$ cat config.mk
export PLATFORM = sky130hd
export DESIGN_NAME = arc_ctrl
export DESIGN_NICKNAME = d
export VERILOG_FILES = /design/src/rtl/arc_pkg.sv /design/src/rtl/arc_ctrl.sv /design/src/rtl/arc_edge_sync.sv /design/src/rtl/arc_reply_tx.sv
export VERILOG_INCLUDE_DIRS = /design/src /design/src/rtl
export SDC_FILE = /design/constraint.sdc
export NUM_CORES = 1
export LEC_CHECK = 0
export ABC_AREA = 1
export BUFFER_PORTS_ARGS = -buffer_cell sky130_fd_sc_hd__buf_2
export CAP_MARGIN = 20
export CORE_AREA = 2 2 190 192
export CTS_BUF_LIST = sky130_fd_sc_hd__clkbuf_4 sky130_fd_sc_hd__clkbuf_8
export DETAILED_ROUTE_END_ITERATION = 10
export DIE_AREA = 0 0 192 194
export GPL_TIMING_DRIVEN = 0
export PLACE_DENSITY_LB_ADDON = 0.15
export SLEW_MARGIN = 10
export SYNTH_ARGS = -nofsm -noshare
export SYNTH_HDL_FRONTEND = slang
export SYNTH_HIERARCHICAL = 1
export SYNTH_SLANG_ARGS = --single-unit
export TNS_END_PERCENT = 20
$ cat constraint.sdc
create_clock -name clk -period 2.8 [get_ports clk]
set_clock_uncertainty 0.1 [all_clocks]
set_input_delay 0.56 -clock clk [delete_from_list [all_inputs] [get_ports clk]]
set_output_delay 0.56 -clock clk [all_outputs]
set_load 0.02 [all_outputs]
$ cat src/rtl/arc_cfg.svh
// constants of the remote command controller: text codes, widths, widths of reply fields
// assumes inclusion by every module file of the block; definitions only
`ifndef ARC_CFG_SVH
`define ARC_CFG_SVH

`define ARC_CHAR_LF        8'h0A
`define ARC_CHAR_HIGH_BIT  7
`define ARC_DIGIT_BASE     8'h31
`define ARC_CMD_MAX        4'h8
`define ARC_TXT_MAX        5'h14
`define ARC_SYNC_FILL      2'h3

// command texts, right aligned in 64 bits
`define ARC_CMD_REMOTE     64'h0000_5245_4D4F_5445
`define ARC_CMD_LOCAL      64'h0000_004C_4F43_414C
`define ARC_CMD_STAGE_ON   64'h0000_414D_505F_4F4E
`define ARC_CMD_STAGE_OFF  64'h0041_4D50_5F4F_4646
`define ARC_CMD_STAGE_Q    64'h0000_0000_414D_503F
`define ARC_CMD_IDENT_Q    64'h0000_002A_4944_4E3F
`define ARC_CMD_RESET      64'h0000_0000_2A52_5354
`define ARC_CMD_CTRL_Q     64'h434F_4E54_524F_4C3F
`define ARC_CMD_FAULT_Q    64'h0053_5441_5455_533F

// reply texts, right aligned, with their lengths in bytes
`define ARC_TXT_STAGE_ON   160'h414D_505F_4F4E
`define ARC_LEN_STAGE_ON   5'h06
`define ARC_TXT_STAGE_OFF  160'h41_4D50_5F4F_4646
`define ARC_LEN_STAGE_OFF  5'h07
`define ARC_TXT_FRONT      160'h4C_4F43_414C
`define ARC_LEN_FRONT      5'h05
`define ARC_TXT_BUS        160'h4750_4942
`define ARC_LEN_BUS        5'h04
`define ARC_TXT_NET        160'h4C_414E
`define ARC_LEN_NET        5'h03
`define ARC_TXT_HARDWIRED  160'h54_544C
`define ARC_LEN_HARDWIRED  5'h03
`define ARC_TXT_HEALTHY    160'h53_5953_5445_4D5F_4F4B
`define ARC_LEN_HEALTHY    5'h09
`define ARC_TXT_SAFETY     160'h496E_7465_726C_6F63_6B20_4578_7465_726E_616C
`define ARC_LEN_SAFETY     5'h12
`define ARC_TXT_OVERHEAT   152'h5465_6D70_6572_6174_7572_6520
`define ARC_LEN_OVERHEAT   5'h0D
`define ARC_TXT_SUPPLY     152'h506F_7765_7253_7570_706C_7920
`define ARC_LEN_SUPPLY     5'h0D
`define ARC_TXT_INTERNAL   160'h43_6F6E_7472_6F6C_2046_6175_6C74
`define ARC_LEN_INTERNAL   5'h0D

// identity text, arbitrary neutral value
`define ARC_TXT_IDENT      160'h4D41_4B45_522C_4D4F_4445_4C2C_3030_3031
`define ARC_LEN_IDENT      5'h10

`endif

$ cat src/rtl/arc_pkg.sv
// types of the remote command controller
// assumes arc_cfg.svh for the numeric constants
package arc_pkg;

    typedef enum logic [1:0] {
        ARC_CP_FRONT     = 2'b00,
        ARC_CP_BUS       = 2'b01,
        ARC_CP_NET       = 2'b10,
        ARC_CP_HARDWIRED = 2'b11
    } arc_cp_type;

    typedef enum logic [2:0] {
        ARC_FLT_NONE     = 3'b000,
        ARC_FLT_SAFETY   = 3'b001,
        ARC_FLT_OVERHEAT = 3'b010,
        ARC_FLT_SUPPLY   = 3'b011,
        ARC_FLT_INTERNAL = 3'b100
    } arc_fault_type;

    typedef enum logic [0:0] {
        ARC_RX_COLLECT = 1'b0,
        ARC_RX_DISCARD = 1'b1
    } arc_rx_state_type;

    typedef enum logic [1:0] {
        ARC_TX_IDLE = 2'b00,
        ARC_TX_TEXT = 2'b01,
        ARC_TX_TERM = 2'b10
    } arc_tx_state_type;

endpackage

$ cat src/rtl/arc_ctrl.sv
// remote command controller of the amplifier: line parser, hard-wired inputs, status lines
// assumes one 200 MHz clock, byte stream already extracted from the network, inputs synchronous
// except the two hard-wired command lines
`timescale 1ns/1ps
`include "arc_cfg.svh"
module arc_ctrl
    import arc_pkg::*;
#(
    parameter logic [159:0] ID_TEXT = `ARC_TXT_IDENT,
    parameter logic [4:0]   ID_LEN  = `ARC_LEN_IDENT
)
(
    input  wire logic       clk,
    input  wire logic       rst_n,
    // network byte stream
    input  wire logic [7:0] rx_data,
    input  wire logic       rx_valid,
    output logic [7:0]      tx_data,
    output logic            tx_valid,
    input  wire logic       tx_ready,
    output logic            cmd_drop,
    // hard-wired connector
    input  wire logic       operate_cmd_n,
    input  wire logic       takeover_cmd_n,
    output logic            supply_present_line,
    output logic            rf_output_active_line,
    output logic            hardwired_takeover_line,
    output logic            any_fault_line,
    // front panel and instrument bus side
    input  wire logic       panel_control_key,
    input  wire logic       panel_operate_key,
    input  wire logic       bus_remote_req,
    output logic [1:0]      control_point,
    // plant conditions
    input  wire logic       mains_present,
    input  wire logic       safety_loop_open,
    input  wire logic [3:0] overheat,
    input  wire logic [3:0] supply_fault,
    input  wire logic       internal_fault
);

    // ****************************************
    // state
    // ****************************************
    typedef struct packed {
        arc_rx_state_type rx_state;
        logic [63:0]      cmd_buf;
        logic [3:0]       cmd_len;
        arc_cp_type       cp;
        logic             operating;
        arc_fault_type    flt_kind;
        logic [1:0]       flt_idx;
        logic             supply;
        logic             any_fault;
        logic             hw_line;
        logic             drop;
        logic             load;
        logic [159:0]     text;
        logic [4:0]       text_len;
    } arc_main_state_type;

    arc_main_state_type s_q;
    arc_main_state_type s_d;

    // ****************************************
    // hard-wired command edges
    // ****************************************
    logic [1:0] hw_line_n;
    logic [1:0] hw_fall;
    logic       tx_busy;

    assign hw_line_n = {takeover_cmd_n, operate_cmd_n};

    genvar g;
    generate
        for (g = 0; g < 2; g = g + 1) begin : g_hw
            arc_edge_sync u_edge (
                .clk    (clk),
                .rst_n  (rst_n),
                .line_n (hw_line_n[g]),
                .fall   (hw_fall[g])
            );
        end
    endgenerate

    // ****************************************
    // reply serialiser
    // ****************************************
    arc_reply_tx u_tx (
        .clk      (clk),
        .rst_n    (rst_n),
        .load     (s_q.load),
        .text     (s_q.text),
        .text_len (s_q.text_len),
        .tx_ready (tx_ready),
        .busy     (tx_busy),
        .tx_data  (tx_data),
        .tx_valid (tx_valid)
    );

    // ****************************************
    // fault priority
    // ****************************************
    logic          flt_now;
    arc_fault_type flt_kind_now;
    logic [1:0]    flt_idx_now;

    always_comb begin
        flt_kind_now = ARC_FLT_NONE;
        flt_idx_now  = 2'h0;
        for (int i = 3; i >= 0; i--) begin
            if (supply_fault[i]) begin
                flt_idx_now = 2'(i);
            end
        end
        if (safety_loop_open) begin
            flt_kind_now = ARC_FLT_SAFETY;
        end else if (|overheat) begin
            flt_kind_now = ARC_FLT_OVERHEAT;
            for (int i = 3; i >= 0; i--) begin
                if (overheat[i]) begin
                    flt_idx_now = 2'(i);
                end
            end
        end else if (|supply_fault) begin
            flt_kind_now = ARC_FLT_SUPPLY;
        end else if (internal_fault) begin
            flt_kind_now = ARC_FLT_INTERNAL;
        end
        flt_now = (flt_kind_now != ARC_FLT_NONE);
    end

    // ****************************************
    // command decode
    // ****************************************
    logic        line_end;
    logic        is_remote;
    logic        is_local;
    logic        is_on;
    logic        is_off;
    logic        is_stage_q;
    logic        is_ident_q;
    logic        is_reset;
    logic        is_ctrl_q;
    logic        is_fault_q;
    logic        is_query;
    logic        cp_change_ok;
    logic [7:0]  digit;

    always_comb begin
        line_end   = rx_valid && (rx_data == `ARC_CHAR_LF);
        is_remote  = (s_q.cmd_buf == `ARC_CMD_REMOTE);
        is_local   = (s_q.cmd_buf == `ARC_CMD_LOCAL);
        is_on      = (s_q.cmd_buf == `ARC_CMD_STAGE_ON);
        is_off     = (s_q.cmd_buf == `ARC_CMD_STAGE_OFF);
        is_stage_q = (s_q.cmd_buf == `ARC_CMD_STAGE_Q);
        is_ident_q = (s_q.cmd_buf == `ARC_CMD_IDENT_Q);
        is_reset   = (s_q.cmd_buf == `ARC_CMD_RESET);
        is_ctrl_q  = (s_q.cmd_buf == `ARC_CMD_CTRL_Q);
        is_fault_q = (s_q.cmd_buf == `ARC_CMD_FAULT_Q);
        is_query   = is_stage_q || is_ident_q || is_ctrl_q || is_fault_q;
        cp_change_ok = !s_q.operating;
        digit      = `ARC_DIGIT_BASE + {6'h00, s_q.flt_idx};
    end

    // ****************************************
    // next state
    // ****************************************
    always_comb begin
        s_d       = s_q;
        s_d.load  = 1'b0;
        s_d.drop  = 1'b0;

        // byte collection
        if (rx_valid && !line_end) begin
            if (rx_data[`ARC_CHAR_HIGH_BIT] || s_q.cmd_len == `ARC_CMD_MAX) begin
                s_d.rx_state = ARC_RX_DISCARD;
            end else begin
                s_d.cmd_buf = {s_q.cmd_buf[55:0], rx_data};
                s_d.cmd_len = s_q.cmd_len + 4'h1;
            end
        end
        if (line_end) begin
            s_d.cmd_buf  = 64'h0000_0000_0000_0000;
            s_d.cmd_len  = 4'h0;
            s_d.rx_state = ARC_RX_COLLECT;
        end

        // network commands, acted on at the terminator only
        if (line_end && s_q.rx_state == ARC_RX_COLLECT) begin
            if (is_remote && cp_change_ok) begin
                s_d.cp = ARC_CP_NET;
            end
            if (is_local && cp_change_ok) begin
                s_d.cp = ARC_CP_FRONT;
            end
            if (is_on && s_q.cp == ARC_CP_NET && !flt_now) begin
                s_d.operating = 1'b1;
            end
            if (is_off && s_q.cp == ARC_CP_NET) begin
                s_d.operating = 1'b0;
            end
            if (is_reset) begin
                s_d.flt_kind = ARC_FLT_NONE;
                s_d.flt_idx  = 2'h0;
            end
            if (is_query && (tx_busy || s_q.load)) begin
                s_d.drop = 1'b1;
            end else if (is_query) begin
                s_d.load = 1'b1;
            end
            if (!(is_remote || is_local || is_on || is_off || is_reset || is_query)) begin
                s_d.drop = 1'b1;
            end
            if (is_stage_q) begin
                s_d.text     = s_q.operating ? `ARC_TXT_STAGE_ON : `ARC_TXT_STAGE_OFF;
                s_d.text_len = s_q.operating ? `ARC_LEN_STAGE_ON : `ARC_LEN_STAGE_OFF;
            end
            if (is_ident_q) begin
                s_d.text     = ID_TEXT;
                s_d.text_len = ID_LEN;
            end
            if (is_ctrl_q) begin
                case (s_q.cp)
                    ARC_CP_FRONT: begin
                        s_d.text     = `ARC_TXT_FRONT;
                        s_d.text_len = `ARC_LEN_FRONT;
                    end
                    ARC_CP_BUS: begin
                        s_d.text     = `ARC_TXT_BUS;
                        s_d.text_len = `ARC_LEN_BUS;
                    end
                    ARC_CP_NET: begin
                        s_d.text     = `ARC_TXT_NET;
                        s_d.text_len = `ARC_LEN_NET;
                    end
                    default: begin
                        s_d.text     = `ARC_TXT_HARDWIRED;
                        s_d.text_len = `ARC_LEN_HARDWIRED;
                    end
                endcase
            end
            if (is_fault_q) begin
                case (s_q.flt_kind)
                    ARC_FLT_SAFETY: begin
                        s_d.text     = `ARC_TXT_SAFETY;
                        s_d.text_len = `ARC_LEN_SAFETY;
                    end
                    ARC_FLT_OVERHEAT: begin
                        s_d.text     = {`ARC_TXT_OVERHEAT, digit};
                        s_d.text_len = `ARC_LEN_OVERHEAT;
                    end
                    ARC_FLT_SUPPLY: begin
                        s_d.text     = {`ARC_TXT_SUPPLY, digit};
                        s_d.text_len = `ARC_LEN_SUPPLY;
                    end
                    ARC_FLT_INTERNAL: begin
                        s_d.text     = `ARC_TXT_INTERNAL;
                        s_d.text_len = `ARC_LEN_INTERNAL;
                    end
                    default: begin
                        s_d.text     = `ARC_TXT_HEALTHY;
                        s_d.text_len = `ARC_LEN_HEALTHY;
                    end
                endcase
            end
        end

        // hard-wired connector
        if (hw_fall[1] && cp_change_ok) begin
            s_d.cp = (s_q.cp == ARC_CP_HARDWIRED) ? ARC_CP_FRONT : ARC_CP_HARDWIRED;
        end
        if (hw_fall[0] && s_q.cp == ARC_CP_HARDWIRED) begin
            s_d.operating = !s_q.operating && !flt_now;
        end

        // front panel and instrument bus
        if (panel_control_key && cp_change_ok) begin
            s_d.cp = ARC_CP_FRONT;
        end
        if (panel_operate_key && s_q.cp == ARC_CP_FRONT) begin
            s_d.operating = !s_q.operating && !flt_now;
        end
        if (bus_remote_req && cp_change_ok) begin
            s_d.cp = ARC_CP_BUS;
        end

        // fault latch; a fault present in the clearing cycle wins
        if (flt_now && s_d.flt_kind == ARC_FLT_NONE) begin
            s_d.flt_kind = flt_kind_now;
            s_d.flt_idx  = flt_idx_now;
        end
        if (flt_now) begin
            s_d.operating = 1'b0;
        end

        s_d.supply    = mains_present;
        s_d.any_fault = flt_now;
        s_d.hw_line   = (s_d.cp == ARC_CP_HARDWIRED);
    end

    // ****************************************
    // registers
    // ****************************************
    always_ff @(posedge clk or negedge rst_n) begin
        if (!rst_n) begin
            s_q <= '0;
        end else begin
            s_q <= s_d;
        end
    end

    assign supply_present_line     = s_q.supply;
    assign rf_output_active_line   = s_q.operating;
    assign hardwired_takeover_line = s_q.hw_line;
    assign any_fault_line          = s_q.any_fault;
    assign control_point           = s_q.cp;
    assign cmd_drop                = s_q.drop;

endmodule

$ cat src/rtl/arc_edge_sync.sv
// synchroniser and falling-edge detector for one hard-wired command line
// assumes an asynchronous line idling high; edges are ignored until the pipe holds real samples
`timescale 1ns/1ps
`include "arc_cfg.svh"
module arc_edge_sync
    import arc_pkg::*;
(
    input  wire logic clk,
    input  wire logic rst_n,
    input  wire logic line_n,
    output logic      fall
);

    typedef struct packed {
        logic       meta;
        logic       stable;
        logic       prev;
        logic [1:0] fill;
        logic       fall;
    } arc_edge_state_type;

    arc_edge_state_type s_q;
    arc_edge_state_type s_d;

    always_comb begin
        s_d        = s_q;
        s_d.meta   = line_n;
        s_d.stable = s_q.meta;
        s_d.prev   = s_q.stable;
        if (s_q.fill != `ARC_SYNC_FILL) begin
            s_d.fill = s_q.fill + 2'h1;
        end
        s_d.fall = (s_q.fill == `ARC_SYNC_FILL) && s_q.prev && !s_q.stable;
    end

    always_ff @(posedge clk or negedge rst_n) begin
        if (!rst_n) begin
            s_q <= '0;
        end else begin
            s_q <= s_d;
        end
    end

    assign fall = s_q.fall;

endmodule

$ cat src/rtl/arc_reply_tx.sv
// serialiser of one reply text followed by a line feed, valid/ready handshake
// assumes load only while idle; text is right aligned, first byte highest
`timescale 1ns/1ps
`include "arc_cfg.svh"
module arc_reply_tx
    import arc_pkg::*;
(
    input  wire logic         clk,
    input  wire logic         rst_n,
    input  wire logic         load,
    input  wire logic [159:0] text,
    input  wire logic [4:0]   text_len,
    input  wire logic         tx_ready,
    output logic              busy,
    output logic [7:0]        tx_data,
    output logic              tx_valid
);

    typedef struct packed {
        arc_tx_state_type state;
        logic [159:0]     text;
        logic [4:0]       left;
        logic [7:0]       data;
        logic             valid;
    } arc_tx_full_type;

    arc_tx_full_type s_q;
    arc_tx_full_type s_d;

    always_comb begin
        s_d = s_q;
        case (s_q.state)
            ARC_TX_IDLE: begin
                if (load) begin
                    s_d.text  = text;
                    s_d.left  = text_len - 5'h01;
                    s_d.data  = text[{text_len - 5'h01, 3'b000} +: 8];
                    s_d.valid = 1'b1;
                    s_d.state = ARC_TX_TEXT;
                end
            end
            ARC_TX_TEXT: begin
                if (tx_ready) begin
                    if (s_q.left == 5'h00) begin
                        s_d.data  = `ARC_CHAR_LF;
                        s_d.state = ARC_TX_TERM;
                    end else begin
                        s_d.left = s_q.left - 5'h01;
                        s_d.data = s_q.text[{s_q.left - 5'h01, 3'b000} +: 8];
                    end
                end
            end
            ARC_TX_TERM: begin
                if (tx_ready) begin
                    s_d.valid = 1'b0;
                    s_d.data  = 8'h00;
                    s_d.state = ARC_TX_IDLE;
                end
            end
            default: begin
                s_d = '0;
            end
        endcase
    end

    always_ff @(posedge clk or negedge rst_n) begin
        if (!rst_n) begin
            s_q <= '0;
        end else begin
            s_q <= s_d;
        end
    end

    assign busy     = (s_q.state != ARC_TX_IDLE);
    assign tx_data  = s_q.data;
    assign tx_valid = s_q.valid;

endmodule

; Word level (Yosys, flattened, before mapping)
; Index checks and enable logic that the tools add are counted.
; Widths: inputs -> output; s select.
[classes]
n_addsub = 6
mul = 0
n_div = 0
magnitude_cmp = 0
n_eq_ne = 31
shifts = 2
mux = 58
bitwise = 4
reduce_logical = 61
[op_table]
columns = cell, n
row1 = $mux 165, 4
row2 = $pmux 148 s4, 1
row3 = $pmux 160 s2, 1
row4 = $shiftx 160x9->8, 2
row5 = $mux 176, 1
row6 = $mux 167, 1
row7 = $mux 69, 2
row8 = $pmux 44 s3, 1
row9 = $eq 64x47->1 const B, 2
row10 = $eq 64x55->1 const B, 2
row11 = $mux 68, 1
row12 = $eq 64x30->1 const B, 1
row13 = $eq 64x31->1 const B, 1
row14 = $eq 64x38->1 const B, 1
row15 = $eq 64x39->1 const B, 1
row16 = $eq 64x63->1 const B, 1
row17 = $mux 55, 1
row18 = $mux 2, 19
row19 = $pmux 8 s3, 1
row20 = $logic_and 1x1->1, 20
row21 = $mux 8, 2
row22 = $mux 5, 3
row23 = $pmux 5 s3, 1
row24 = $ne 2x2->1 const B, 7
row25 = 33 further kinds, 85
[word_totals]
reg_bits = 435
latchBits = 0
mem_bits_rw = 0
romBits = 0
input_bits = 28
out_inout_bits = 16
word_cells = 191
mem_count = 0

; Longest topological paths before layout
[logic_depth]
depth_word = 14
ltp_mapped = 16

; By module
; The synthesis kept the hierarchy.
[by_module_without_submodules]
columns = mod, instances, cells_each, area_each_um2, seq_area_each_um2
row1 = arc_reply_tx, 1, 1538, 10630.2, 4404.2
row2 = arc_ctrl, 1, 1123, 8086.5, 3828.7
row3 = arc_edge_sync, 2, 17, 200.2, 150.1

; Worst setup path before layout
; OpenSTA, ideal clock, no wires.
[synth_path]
kind = reg-to-reg
startpoint = register, netlist name s_q[0]
endpoint = register u_tx.s_q, in the netlist u_tx/tx_data[3]
arrival_ns = 2.064
required_time_ns = 2.576
slack_ns = 0.512
path_stages_with_launch = 15
path_buffers = 4
path_cell_list = dfrtp_1 inv_2 clkbuf_1 ha_1 buf_2 inv_1 buf_4 buf_2 nand3_1 nand3_1 nand3_1 nand2_1 nand2_1 a21oi_1 a21oi_1
[synth_lines]
columns = item, line
row1 = end signal: assignment, arc_reply_tx.sv:68  ; s_q <= '0;
row2 = end signal: assignment, arc_reply_tx.sv:70  ; s_q <= s_d;
row3 = end: declaration, arc_reply_tx.sv:27  ; arc_tx_full_type s_q;

; Worst setup path after layout
[layout_path]
startpoint = register u_tx/s_q[174] (netlist bit)
endpoint = register u_tx/s_q[90] (netlist bit)
[layout_between]
elab_chain_cells = 4
word_cells_on_any_way = 8
cone_classes = 3 x eq/ne / 1 x mux / 1 x bitwise / 3 x reduce/logical
[layout_lines]
columns = item, line
row1 = $eq 2x1->1 / $eq 2x2->1 (equally long branches), arc_reply_tx.sv:32  ; case (s_q.state)
row2 = $reduce_or 2->1 (no line), n/a
row3 = $not 1->1 (no line), n/a
row4 = $reduce_and 2->1 (no line), n/a
; Parallel ways exist; a longest one is shown, timed or not.
; A chain may end at the register's enable or synchronous reset.

==> flow_summary.json <==
{
  "finish.utilization_pct": 62.0,
  "wirelength_um": 65700,
  "timing.slew.headroom_pct": 35.8,
  "powerDensity_nw_per_um2": 603,
  "ios": 44,
  "hold-path-endpoint": "s_q[174]",
  "crit_slowest_cell": "ha_1",
  "final_layout_size_suffix_gt1_share_pct": 11.1,
  "cp-start-kind": "flip-flop",
  "peakVddDrop_uv": 517,
  "synthArstFlopShare_pct": 100,
  "htree_levels": 2,
  "synthTopCellsByArea": "dfrtp_1, nand2_1, nand3_1",
  "syn_inst": 2695,
  "synth_top_family_by_area": "simple AND/OR/NAND/NOR gates",
  "cts_sinks": 341,
  "avgSynthCellArea_um2": 7.09,
  "cts_buffers": 59,
  "synth_xor_area_share_pct": 0.386,
  "synth_edf_count": 0,
  "fp.dieW_um": 192,
  "arrival_ns": 3.20,
  "fin_crit_sh_pct": 96.7,
  "finalHoldViolations": 0,
  "clk_path_buf_depth": 3,
  "cts_tree": "done",
  "viasPerCell": 5.72,
  "fmax_ghz": 0.369,
  "reg2reg_depth": 8,
  "grt_pass1_vias": 18400,
  "area.growth.synth_to_final_pct": 14.3,
  "synth_ff_type": "dfrtp_1",
  "synth.distinct_cells": 42,
  "cp_top_family": "buffers and inverters",
  "port_buffers": 43,
  "p_leak_nw": 11.0,
  "slowest_delay_ns": 0.47,
  "drtAntennaViolNets": 0,
  "critical_path_required_ns": 3.29,
  "coreArea_um2": 35200,
  "hold_path.class": "in2reg",
  "critical_path.endpoint_type": "flip-flop",
  "status": "complete, no violations",
  "clock_latency_ns": 0.68,
  "synth-compound-area-share_pct": 11.7,
  "r2r_setup_slack_ns": 0.09,
  "vias": 19500,
  "antennaDiodeCount": 0,
  "final_max_slew_viol_count": 0,
  "cp_max_fo": 10,
  "grt.overflow.total": 0,
  "drv_cap": 0,
  "drc": 0,
  "gp_congestion": 1.00,
  "cp_cell_sequence": "inv_1 -> ha_1 -> clkbuf_1 -> nor2_4 -> buf_2 -> buf_4 -> nand3_1 -> o21ai_0",
  "r2r_end": "u_tx/s_q[90]",
  "fill_cells": 3316,
  "grt_setup_unrepaired": "false",
  "worst_pin_slew_ns": 0.963,
  "yosysSeqAreaShare_pct": 44.6,
  "grt_max_degree": 109,
  "final-setup-viol-count": 0,
  "synth_top_cell_by_area": "dfrtp_1",
  "die_h_um": 194,
  "path_class": "reg2reg",
  "syn_area_um2": 19100,
  "track_usage_pct": 35.9,
  "min_path_cells": 3,
  "worst-path-buf-inv": 4,
  "routedWlPerCell_um": 19.3,
  "holdCritStartpoint": "internal_fault",
  "mostFrequentLayoutCell": "nand2_1",
  "dpl.hpwl_um": 48300,
  "final_cell_mix": "nand2_1, nand3_1, dfrtp_1",
  "yosys.area_share.simple_pct": 33.6,
  "fin_setup_tns_ns": 0,
  "dr.pass1.iters": 6,
  "synthMuxAreaShare_pct": 0,
  "dieArea_um2": 37200,
  "r2r-start": "u_tx/s_q[174]",
  "ys_seq_elements": 341,
  "grt_pass1_wl_um": 103000,
  "ctsRootBufferMaster": "clkbuf_8",
  "antenna_found_initial": 1,
  "synth_top_cell_area_share_pct": 44.6,
  "clk_pin_slew_worst_paths_ns": 0.06,
  "fp-row-count": 69,
  "final_nets": 2945,
  "yosysWarnings": 6,
  "initial_core_util_pct": 54.3,
  "synth_fa_ha_area_share_pct": 0.982,
  "drtIter0Drc": 2159,
  "period_needed_ns": 2.71
}
==> flip-flops by register name, summed over array words and instances, names as in the netlist <==
signal                   cells
g_hw.u_edge/s_d              4
s_q                        146
g_hw.u_edge/fall             2
control_point                2
u_tx/tx_data                 8
u_tx/s_q                   167
supply_present_line          1
hardwired_takeover_line      1
rf_output_active_line        1
u_tx/tx_valid                1
cmd_drop                     1
g_hw.u_edge/s_q              6
any_fault_line               1
==> cells in the mapped netlist, types with 7 or more instances <==
cell type	number
buf_6	7
nand2_1	862
nand4_1	16
nand3_1	402
buf_2	49
o21ai_0	273
nor2_1	180
inv_1	189
o211ai_1	7
inv_2	38
o22ai_1	61
buf_4	20
clkbuf_1	86
ha_1	15
a21oi_1	52
o21ai_1	17
nor2_2	18
dfrtp_1	341
nor3_1	18
==> worst reg2reg max path: stages (launching register included) <==
cell and delay [ns]:
dfrtp_1 0.37, inv_1 0.08, ha_1 0.48, clkbuf_1 0.37
nor2_4 0.36, buf_2 0.35, buf_4 0.26, nand3_1 0.13
o21ai_0 0.12
==> what timing repair did <==
action | CTS | global route
hold buffers | 10 | 0
setup endpoints to repair | 8 | 92
gates resized for setup | 5 | 25
hold endpoints to repair | 80 | 0
pin swaps | 0 | 1
setup buffers | 0 | 0
==> metrics by stage <==
stage / instance area, µm² / setup slack, ns / total power, mW / instances / hold WS [ns]
4_1_cts: 21800 / 0.00172 / 13.2 / 3413 / 0.0336
2_1_floorplan: 19500 / 0.512 / 7.22 / 2786 / 0.164
5_1_grt: 21900 / 0.0262 / 13.8 / 3413 / 0.0571
3_3_place_gp: 20300 / -5.48 / 7.98 / 3290 / 0.235
6_report: 21900 / 0.0925 / 13.2 / 3413 / 0.0663
3_5_place_dp: 20300 / -0.257 / 8.03 / 3293 / 0.240
==> how the worst max path moves through the flow <==
stage	start	endpoint	slack (ns)	cells past startpoint
floorplan	s_q[0]	u_tx/tx_data[3]	0.51	14
global placement	rst_n	supply_present_line	-5.48	1
detailed placement	u_tx/s_q[9]	u_tx/tx_data[0]	-0.26	15
CTS	u_tx/s_q[9]	u_tx/tx_data[7]	0.002	14
global route	s_q[225]	s_q[144]	0.03	12
finish	u_tx/s_q[174]	u_tx/s_q[90]	0.09	8
==> power by group <==
group | switching, mW | internal, mW
logic | 1.63 | 0.626
clock network | 2.20 | 2.94
registers | 0.413 | 5.35
==> cell type report <==
cell class	count	area, µm²	area share [%]
Clock buffer	95	1210	5.55
Inverter	227	855	3.91
Timing Repair Buffer	56	408	1.87
Multi-Input combinational cell	2053	9290	42.5
Tap cell	461	577	2.64
Buffer	164	831	3.80
Clock inverter	16	151	0.693
Sequential cell	341	8530	39.1
==> routing by layer <==
metal	up-vias	track usage [%]	share of wire (%)
met5	-	0	0.017
met4	2	18.2	5.3
met3	222	7.98	9.7
met2	963	53.2	43
met1	9214	49.6	42
li1	9111	-	-
==> logic make-up after synthesis <==
kind of cell | Yosys count
DFF | 341
xor gates and xnor gates | 5
buffers and inverters | 392
adders and majority gates | 15
AOI/OAI and AO/OA | 421
other | 1
and+or+nand+nor | 1520
No activity file was read; power rests on OpenSTA's default activity.
